`src/hdl/pwd_consts.vh`:
```
// constants for the power-on reset and watchdog block
`ifndef PWD_CONSTS_VH
`define PWD_CONSTS_VH

// register word indices (word index in byte address bits 4:2)
`define PWD_ADDR_CTRL     3'h0
`define PWD_ADDR_SERVICE  3'h1
`define PWD_ADDR_STATUS   3'h2
`define PWD_ADDR_IRQ_STAT 3'h3
`define PWD_ADDR_IRQ_MASK 3'h4
`define PWD_ADDR_COUNT    3'h5

// control register fields
`define PWD_CTRL_RATE_LO  0
`define PWD_CTRL_RATE_HI  1
`define PWD_CTRL_RESET_DISABLE_BIT     2

// status register fields
`define PWD_ST_ENABLED    0
`define PWD_ST_ARMED      1
`define PWD_ST_CAUSE_WD   2
`define PWD_ST_SPECIAL    3
`define PWD_ST_RATE_LOCK  4

// interrupt event bits
`define PWD_EV_SERVICED   0
`define PWD_EV_RATE_REJ   1
`define PWD_EV_BAD_KEY    2
`define PWD_EV_WIDTH      3

// service keys
`define PWD_KEY_ARM       8'h55
`define PWD_KEY_CLEAR     8'haa

// timing counts in e clock cycles
`define PWD_POR_CYCLES    12'hfe0
`define PWD_DRIVE_CYCLES  3'h4
`define PWD_SAMPLE_DELAY  3'h2
`define PWD_RATE_WINDOW   7'h40
`define PWD_PRESCALE_LOG2 15

// rate factors 1, 4, 16, 64
`define PWD_FACT_0        7'h01
`define PWD_FACT_1        7'h04
`define PWD_FACT_2        7'h10
`define PWD_FACT_3        7'h40

`endif

```
`src/hdl/pwd_watchdog.v`:
```
// power-on reset timer, software watchdog and reset pin sequencer
//
// Local design decisions: the register offsets and the Avalon-MM slave port.
`timescale 1ns/10ps
`include "pwd_consts.vh"
module pwd_watchdog #(
  parameter PRESCALE_LOG2 = `PWD_PRESCALE_LOG2
) (
  input  wire        clk_i,
  input  wire        rst_i,
  input  wire [4:0]  avs_address_i,
  input  wire        avs_read_i,
  input  wire        avs_write_i,
  input  wire [31:0] avs_writedata_i,
  input  wire [3:0]  avs_byteenable_i,
  output reg  [31:0] avs_readdata_o,
  output wire        avs_waitrequest_o,
  input  wire        watchdog_disable_bit_i,
  input  wire        special_mode_i,
  input  wire        reset_pin_i,
  output wire        reset_pin_o,
  output wire        reset_pin_oe_o,
  output wire        sys_reset_o,
  output reg         cause_watchdog_o,
  output wire        irq_o
);

  // ****************************************
  // reset sequencer states
  // ****************************************
  localparam [4:0] ST_POR   = 5'h01;
  localparam [4:0] ST_RUN   = 5'h02;
  localparam [4:0] ST_DRIVE = 5'h04;
  localparam [4:0] ST_WAIT  = 5'h08;
  localparam [4:0] ST_HOLD  = 5'h10;

  reg  [4:0]               state;
  reg  [11:0]              por_cnt;
  reg  [2:0]               seq_cnt;
  reg                      cause_pending;
  reg                      wd_enabled;
  reg                      special;
  reg  [PRESCALE_LOG2-1:0] prescale;
  reg  [6:0]               wd_cnt;
  reg                      armed;
  reg  [1:0]               rate;
  reg                      rate_lock;
  reg  [6:0]               win_cnt;
  reg                      reset_disable_bit;
  reg  [`PWD_EV_WIDTH-1:0] irq_stat;
  reg  [`PWD_EV_WIDTH-1:0] irq_mask;
  reg                      ack;
  reg  [6:0]               factor;
  reg  [31:0]              next_readdata;
  reg  [`PWD_EV_WIDTH-1:0] ev;

  wire       in_reset  = (state != ST_RUN);
  wire       pre_tick  = &prescale;
  wire [2:0] reg_sel   = avs_address_i[4:2];
  wire       wr_go     = avs_write_i & ~ack & ~in_reset;
  wire       rd_go     = avs_read_i & ~ack;
  wire       wr_ctrl   = wr_go & (reg_sel == `PWD_ADDR_CTRL)
                         & avs_byteenable_i[0];
  wire       wr_serv   = wr_go & (reg_sel == `PWD_ADDR_SERVICE)
                         & avs_byteenable_i[0];
  wire [7:0] wkey      = avs_writedata_i[7:0];
  wire       serviced  = wr_serv & armed & (wkey == `PWD_KEY_CLEAR);
  wire       rate_ok   = special
                         | (~rate_lock & (win_cnt < `PWD_RATE_WINDOW));
  // fires one tick after factor ticks
  wire       timeout   = pre_tick & (wd_cnt == factor);
  wire       wd_reset  = timeout & wd_enabled & ~reset_disable_bit;

  assign avs_waitrequest_o = (avs_read_i | avs_write_i) & ~ack;
  assign reset_pin_o       = 1'b0;
  assign reset_pin_oe_o    = (state == ST_POR) | (state == ST_DRIVE);
  assign sys_reset_o       = in_reset;
  assign irq_o             = |(irq_stat & irq_mask);

  // ****************************************
  // rate factor decode
  // ****************************************
  always @* begin
    case (rate)
      2'b00:   factor = `PWD_FACT_0;
      2'b01:   factor = `PWD_FACT_1;
      2'b10:   factor = `PWD_FACT_2;
      2'b11:   factor = `PWD_FACT_3;
      default: factor = `PWD_FACT_0;
    endcase
  end

  // ****************************************
  // reset sequencer
  // ****************************************
  always @(posedge clk_i or posedge rst_i) begin
    if (rst_i) begin
      state            <= ST_POR;
      por_cnt          <= 12'h000;
      seq_cnt          <= 3'h0;
      cause_pending    <= 1'b0;
      cause_watchdog_o <= 1'b0;
      wd_enabled       <= 1'b0;
      special          <= 1'b0;
    end else begin
      case (state)
        ST_POR: begin
          if (por_cnt == `PWD_POR_CYCLES - 12'h001) begin
            state <= ST_HOLD;
          end else begin
            por_cnt <= por_cnt + 12'h001;
          end
        end
        ST_RUN: begin
          seq_cnt <= 3'h0;
          if (wd_reset) begin
            cause_pending <= 1'b1;
            state         <= ST_DRIVE;
          end else if (!reset_pin_i) begin
            cause_pending <= 1'b0;
            state         <= ST_DRIVE;
          end
        end
        ST_DRIVE: begin
          if (seq_cnt == `PWD_DRIVE_CYCLES - 3'h1) begin
            seq_cnt <= 3'h0;
            state   <= ST_WAIT;
          end else begin
            seq_cnt <= seq_cnt + 3'h1;
          end
        end
        ST_WAIT: begin
          if (seq_cnt == `PWD_SAMPLE_DELAY - 3'h1) begin
            if (!reset_pin_i) begin
              cause_pending <= 1'b0;
            end
            state <= ST_HOLD;
          end else begin
            seq_cnt <= seq_cnt + 3'h1;
          end
        end
        ST_HOLD: begin
          if (reset_pin_i) begin
            state            <= ST_RUN;
            cause_watchdog_o <= cause_pending;
            // later changes wait for next reset
            wd_enabled       <= ~watchdog_disable_bit_i;
            special          <= special_mode_i;
          end
        end
        default: state <= ST_POR;
      endcase
    end
  end

  // ****************************************
  // prescaler and watchdog divider
  // ****************************************
  always @(posedge clk_i or posedge rst_i) begin
    if (rst_i) begin
      prescale <= {PRESCALE_LOG2{1'b0}};
    end else begin
      prescale <= prescale + {{(PRESCALE_LOG2-1){1'b0}}, 1'b1};
    end
  end

  always @(posedge clk_i or posedge rst_i) begin
    if (rst_i) begin
      wd_cnt <= 7'h00;
      armed  <= 1'b0;
    end else if (in_reset) begin
      wd_cnt <= 7'h00;
      armed  <= 1'b0;
    end else begin
      if (serviced || timeout) begin
        wd_cnt <= 7'h00;
      end else if (pre_tick) begin
        wd_cnt <= wd_cnt + 7'h01;
      end
      if (wr_serv) begin
        armed <= (wkey == `PWD_KEY_ARM);
      end
    end
  end

  // ****************************************
  // control register
  // ****************************************
  always @(posedge clk_i or posedge rst_i) begin
    if (rst_i) begin
      rate      <= 2'b00;
      rate_lock <= 1'b0;
      win_cnt   <= 7'h00;
      reset_disable_bit      <= 1'b0;
    end else if (in_reset) begin
      rate      <= 2'b00;
      rate_lock <= 1'b0;
      win_cnt   <= 7'h00;
      // inhibited at start in special modes
      reset_disable_bit      <= special_mode_i;
    end else begin
      if (win_cnt < `PWD_RATE_WINDOW) begin
        win_cnt <= win_cnt + 7'h01;
      end
      if (wr_ctrl) begin
        if (rate_ok) begin
          rate      <= {avs_writedata_i[`PWD_CTRL_RATE_HI],
                        avs_writedata_i[`PWD_CTRL_RATE_LO]};
          rate_lock <= 1'b1;
        end
        reset_disable_bit <= special & avs_writedata_i[`PWD_CTRL_RESET_DISABLE_BIT];
      end
      if (!special) begin
        reset_disable_bit <= 1'b0;
      end
    end
  end

  // ****************************************
  // interrupt registers
  // ****************************************
  always @* begin
    ev = {`PWD_EV_WIDTH{1'b0}};
    ev[`PWD_EV_SERVICED] = serviced;
    ev[`PWD_EV_RATE_REJ] = wr_ctrl & ~rate_ok;
    ev[`PWD_EV_BAD_KEY]  = wr_serv & (wkey != `PWD_KEY_ARM)
                           & ~serviced;
  end

  always @(posedge clk_i or posedge rst_i) begin
    if (rst_i) begin
      irq_stat <= {`PWD_EV_WIDTH{1'b0}};
      irq_mask <= {`PWD_EV_WIDTH{1'b0}};
    end else begin
      // set wins over write-one-to-clear
      if (wr_go && reg_sel == `PWD_ADDR_IRQ_STAT && avs_byteenable_i[0]) begin
        irq_stat <= (irq_stat & ~avs_writedata_i[`PWD_EV_WIDTH-1:0]) | ev;
      end else begin
        irq_stat <= irq_stat | ev;
      end
      if (wr_go && reg_sel == `PWD_ADDR_IRQ_MASK && avs_byteenable_i[0]) begin
        irq_mask <= avs_writedata_i[`PWD_EV_WIDTH-1:0];
      end
    end
  end

  // ****************************************
  // avalon slave
  // ****************************************
  always @* begin
    next_readdata = 32'h0000_0000;
    case (reg_sel)
      `PWD_ADDR_CTRL: begin
        next_readdata[`PWD_CTRL_RATE_LO] = rate[0];
        next_readdata[`PWD_CTRL_RATE_HI] = rate[1];
        next_readdata[`PWD_CTRL_RESET_DISABLE_BIT]    = reset_disable_bit;
      end
      `PWD_ADDR_STATUS: begin
        next_readdata[`PWD_ST_ENABLED]   = wd_enabled;
        next_readdata[`PWD_ST_ARMED]     = armed;
        next_readdata[`PWD_ST_CAUSE_WD]  = cause_watchdog_o;
        next_readdata[`PWD_ST_SPECIAL]   = special;
        next_readdata[`PWD_ST_RATE_LOCK] = rate_lock;
      end
      `PWD_ADDR_IRQ_STAT: next_readdata[`PWD_EV_WIDTH-1:0] = irq_stat;
      `PWD_ADDR_IRQ_MASK: next_readdata[`PWD_EV_WIDTH-1:0] = irq_mask;
      `PWD_ADDR_COUNT:    next_readdata[6:0] = wd_cnt;
      default:            next_readdata = 32'h0000_0000;
    endcase
  end

  always @(posedge clk_i or posedge rst_i) begin
    if (rst_i) begin
      ack            <= 1'b0;
      avs_readdata_o <= 32'h0000_0000;
    end else begin
      ack <= (avs_read_i | avs_write_i) & ~ack;
      if (rd_go) begin
        avs_readdata_o <= next_readdata;
      end
    end
  end

endmodule // pwd_watchdog

```
`config.mk`:
```
export PLATFORM = sky130hd
export DESIGN_NAME = pwd_watchdog
export DESIGN_NICKNAME = d
export VERILOG_FILES = /design/src/hdl/pwd_watchdog.v
export VERILOG_INCLUDE_DIRS = /design/src /design/src/hdl
export SDC_FILE = /design/constraint.sdc
export NUM_CORES = 1
export LEC_CHECK = 0
export BUFFER_PORTS_ARGS = -buffer_cell sky130_fd_sc_hd__buf_4
export CORE_MARGIN = 1.5
export CORE_UTILIZATION = 59
export DETAILED_ROUTE_END_ITERATION = 7
export PLACE_DENSITY = 0.94
export SETUP_SLACK_MARGIN = 0.5
export SLEW_MARGIN = 20
export SYNTH_ARGS = -nofsm -noshare
export SYNTH_HDL_FRONTEND = slang
export SYNTH_SLANG_ARGS = --single-unit
```
`constraint.sdc`:
```
create_clock -name clk_i -period 6.3 [get_ports clk_i]
set_input_delay 0.63 -clock clk_i [delete_from_list [all_inputs] [get_ports clk_i]]
set_output_delay 0.63 -clock clk_i [all_outputs]
set_load 0.01 [all_outputs]
```
**Yosys cells after proc, flatten, opt, wreduce, memory -nomap -nowiden**

Index checks and enable logic that the tools add are counted.

- Flip-flop bits (word level): 72
- Input bits: 48
- Output and inout port bits: 38
- Logic and storage cells: 143

- $add $sub $neg: 5
- Magnitude comparators: 1
- Eq/ne operators: 28
- Multiplexer cells: 35
- Bitwise operators: 34
- Reductions and logical operators: 22

Operators by type and width:

| cell | number |
|---|---|
| $mux W7 | 5 |
| $mux W5 | 6 |
| $pmux W7 S4 | 1 |
| $pmux W5 S5 | 1 |
| $and A1 B1 Y1 | 18 |
| $add A15 B1 Y15 const B | 1 |
| $pmux W3 S5 | 1 |
| $reduce_and A15 Y1 | 1 |
| $add A7 B1 Y7 const B | 2 |
| $add A12 B1 Y12 const B | 1 |
| $eq A12 B12 Y1 const B | 1 |
| $mux W1 | 11 |
| $reduce_and A2 Y1 | 5 |
| $reduce_bool A2 Y1 | 5 |
| $eq A3 B2 Y1 const B | 3 |
| $mux W3 | 3 |
| $pmux W3 S3 | 1 |
| $eq A8 B7 Y1 const B | 1 |
| $eq A8 B8 Y1 const B | 1 |
| $mux W2 | 4 |
| $ne A8 B7 Y1 const B | 1 |
| $not A1 Y1 | 8 |
| $eq A7 B7 Y1 | 1 |
| $lt A7 B7 Y1 const B | 1 |
| other kinds (28) | 42 |

**Longest topological paths before layout**

- Depth after elaboration: 11
- Gate-level depth with buffers: 7
- Depth with buffers taken out: 7

**Worst setup path after synthesis**

No wires, ideal clock.

- Path kind: flip-flop to output port
- Start point: register state[3]
- End point: output port sys_reset_o
- Data arrival time: 1.463 ns
- Required time: 5.670 ns
- Path slack: 4.207 ns
- Stages on the path, launching flop included: 6
- Cells stage by stage: dfrtp_1 buf_6 or4b_4 nor2_8 inv_6 clkbuf_1

- Word-level cells in the longest chain between the ends: 1

RTL lines:

| what | line | source |
|---|---|---|
| from (decl) | pwd_watchdog.v:37 | `reg [4:0] state;` |
| from (signal assigned) | pwd_watchdog.v:98 | `state <= ST_POR;` |
| from (signal assigned) | pwd_watchdog.v:109 | `state <= ST_HOLD;` |
| from (signal assigned) | pwd_watchdog.v:118 | `state <= ST_DRIVE;` |
| $ne A5 B2 Y1 | pwd_watchdog.v:57 | `wire in_reset = (state != ST_RUN);` |
| to (decl) | pwd_watchdog.v:23 | `output wire sys_reset_o,` |

No other way between the ends.

**Final worst setup path**

Ends and elaborated chain as after synthesis.

==> qor.csv <==
stage,metric,value,unit
floorplan,dieArea,0.00722,mm²
run,drv_cap,0,
global_routing,grt_first_pass_wirelength,14400,µm
worst_setup_path,crit_path_max_fanout,17,
worst_setup_path,r2r_slack,4.09,ns
sta,setup_viol,0,
run_status,status,"complete, but fails checks",
sta,tightest_slew,0.881,ns
place,pre_cts_ws,4.15,ns
yosys,syn-cell-area,0.00397,mm²
floorplan,die-height,85.0,µm
route,drt.antenna.violating_nets,0,
run_status,failed_checks,design-rule violations,
worst_setup_path,cp-startpoint,state[3]$_DFFE_PP0P_,
sta,relSlewSlack,0.413,
yosys,synth_ff_type,dfrtp_1,
global_routing,grt_util_all_layers,0.255,
cts,htree_levels,3,
sta,setup_ws,3.80,ns
route,drt_iter0_drc,308,
worst_setup_path,cp.arrival,1.87,ns
cts,clk_pin_slew,0.07,ns
pwr,p_per_area,264,mW/mm²
place,placed_cell_area,0.00415,mm²
worst_setup_path,worst_r2r_path_depth,5,
layout,antennaDiodeCount,0,
place,gp_congestion,0.910,
pwr,p_leak,0.00199,µW
worst_setup_path,r2r_end,irq_mask[2]$_DFFE_PP0P_,
cts,cts_buffer_depth,2,
pwr,netSwitchingFraction,0.321,
yosys,synthCells,398,
worst_setup_path,cp.required,5.67,ns
route,drc,8,
sta,finalMaxSlewViolations,0,
route,wl,8600,µm
cts,post_cts_buffers,0,
cts,clock_latency,0.35,ns
sta,period_needed,2.50,ns
floorplan,ioPinCount,86,
cts,cts_tree,yes,
yosys,synth_cell_types,65,
sta,fin_setup_tns,0,ns
cts,cts-root-buf,clkbuf_8,
layout,drive_above_1_share,0.159,
place,hpwl,6050,µm
layout,areaGrowthSynthToFinish,8.90,%
yosys,ys_async_sr_fraction,1.00,
global_routing,antenna_found_initial,0,
worst_setup_path,worstSetupEndpointType,primary output,
layout,fill_cells,483,
route,viasPerCell,6.01,
yosys,synth_seq_cells,72,
yosys,synth_edf_count,0,
hold_path,worstHoldPathType,flop to flop,
floorplan,rows,29,
route,detail_route.wl_per_cell,16.9,µm
floorplan,core,0.00642,mm²
layout,design_area,0.00432,mm²
sta,holdWs,0.466,ns
sta,min_period_over_period,0.397,
yosys,yosysSeqAreaShare,0.455,
pwr,p_clk_frac,0.290,
pwr,ir_drop,0.172,mV
sta,rsz0062_at_grt,false,
worst_setup_path,path_class,flop to primary output,
sta,finalHoldViolCount,0,
place,portBuffers,30,
route,drtPass1Iterations,8,
worst_setup_path,rr_startpoint,state[3]$_DFFE_PP0P_,
floorplan,initial_core_util,0.618,
pwr,power.internal,775,µW
global_routing,gr-total-overflow,0,
worst_setup_path,setup.worst_path.start_class,flop,
sta,clock-skew-final,0.00459,ns
floorplan,dieWidth,85.0,µm
cts,cts_sinks,72,
pwr,power_frac_seq,0.502,
cts,numCtsBuffers,9,
pwr,combPwrFrac,0.207,
pwr,switchingPower,367,µW
cts,ctsHoldBuffers,0,
sta,max_freq,399,MHz
worst_setup_path,crit_path_end,sys_reset_o,
global_routing,grt_max_degree,73,
global_routing,grt_pass1_vias,3045,
yosys,ys.warnings.count,0,
route,vias,3063,
cts,cts_resized,0,
yosys,avgSynthCellArea,9.97,µm²
layout,nets,485,
-- critical path, cell delays in order (launching register included) --
cell     delay, ns
dfrtp_1       0.47
or4b_4        0.60
nor2_8        0.18
inv_6         0.11
buf_4         0.16
-- power by group through the flow --
| stage | registers (µW) | clock network (µW) | logic [µW] |
|---|---|---|---|
| CTS | 571 | 338 | 236 |
| global route | 578 | 358 | 264 |
| global placement | 574 | 0 | 222 |
| detailed placement | 580 | 0 | 235 |
| floorplan | 553 | 0 | 201 |
| finish | 574 | 332 | 236 |
-- through the flow --
step | instances | total power, µW | utilization
2_1_floorplan | 423 | 755 | -
3_3_place_gp | 495 | 796 | 0.646
3_5_place_dp | 495 | 815 | 0.646
4_1_cts | 510 | 1150 | 0.673
5_1_grt | 510 | 1200 | 0.673
6_report | 510 | 1140 | 0.673
-- worst min path at each step --
stage / from / slack, ns / depth (start not counted) / to
2_1_floorplan: prescale[0]$_DFF_PP0_ / 0.44 / 1 / prescale[0]$_DFF_PP0_
3_3_place_gp: prescale[0]$_DFF_PP0_ / 0.45 / 1 / prescale[0]$_DFF_PP0_
3_5_place_dp: por_cnt[11]$_DFFE_PP0P_ / 0.46 / 1 / por_cnt[11]$_DFFE_PP0P_
4_1_cts: prescale[0]$_DFF_PP0_ / 0.47 / 1 / prescale[0]$_DFF_PP0_
5_1_grt: watchdog_disable_bit_i / 0.48 / 2 / wd_enabled$_DFFE_PP0P_
6_report: prescale[0]$_DFF_PP0_ / 0.47 / 1 / prescale[0]$_DFF_PP0_
-- layout by cell type, fill, tap and decap left out, types with 7 or more instances in the layout --
cell type,count
xnor2_1,14
nand2b_1,9
o31ai_1,7
buf_4,31
dfrtp_1,71
inv_1,18
nand2_1,40
nor2_1,24
o21ai_0,20
nand3_1,21
mux2_2,9
clkbuf_8,11
a21oi_1,9
ha_1,8
nor3_1,9
xor2_1,16
conb_1,26
-- kinds of logic after synthesis --
kind of cell / share of synthesized area
fa+ha+maj: 0.0252
mux: 0.0331
compound gates: 0.113
xor+xnor: 0.0662
buf+inv: 0.0814
flops: 0.455
other cells: 0.000945
simple gates: 0.226
-- cell type report --
type                            instances  area [µm²]  area share
Multi-Input combinational cell        295        1930       0.448
Sequential cell                        72        1800       0.417
Timing Repair Buffer                   31         233      0.0539
Clock buffer                           12         155      0.0359
Tap cell                               77        96.3      0.0223
Inverter                               20        80.1      0.0185
Clock inverter                          3        17.5     0.00406
-- per-layer routing --
layer  wire length [µm]  GRT usage
met2               4150      0.409
met4                201      0.104
met5                  0          0
met1               3570      0.339
met3                680     0.0554
-- cell usage after synthesis, drive strengths merged, types with 2 or more instances --
cell type | instances | area, µm²
nand2b | 9 | 56.3
a32oi | 5 | 43.8
mux2i | 3 | 30.0
or2 | 2 | 12.5
dfrtp | 71 | 1780
nor2 | 26 | 130
nor3 | 9 | 45.0
inv | 20 | 80.1
o211ai | 3 | 22.5
and3 | 7 | 45.1
nor2b | 5 | 31.3
nor4 | 5 | 46.3
o21ai | 20 | 100
o31ai | 7 | 52.6
o211a | 2 | 20.0
o22ai | 2 | 12.5
nand3 | 22 | 123
clkbuf | 7 | 27.5
and2 | 6 | 37.5
ha | 8 | 100
xor2 | 16 | 140
or3 | 2 | 12.5
nor4bb | 3 | 30.0
nand4b | 3 | 26.3
xnor2 | 14 | 123
nand4 | 7 | 58.8
nand3b | 2 | 15.0
nand2 | 40 | 150
a21oi | 9 | 45.0
buf | 29 | 215
mux2 | 9 | 101
a221oi | 2 | 17.5
-- registers in the layout, indices dropped and copies added (netlist names), 2 cells and up --
| signal | count |
|---|---|
| avs_readdata_o | 7 |
| prescale | 15 |
| win_cnt | 7 |
| irq_stat | 3 |
| seq_cnt | 3 |
| irq_mask | 3 |
| wd_cnt | 7 |
| rate | 2 |
| state | 5 |
| por_cnt | 12 |
(Power assumes the default switching activity.)
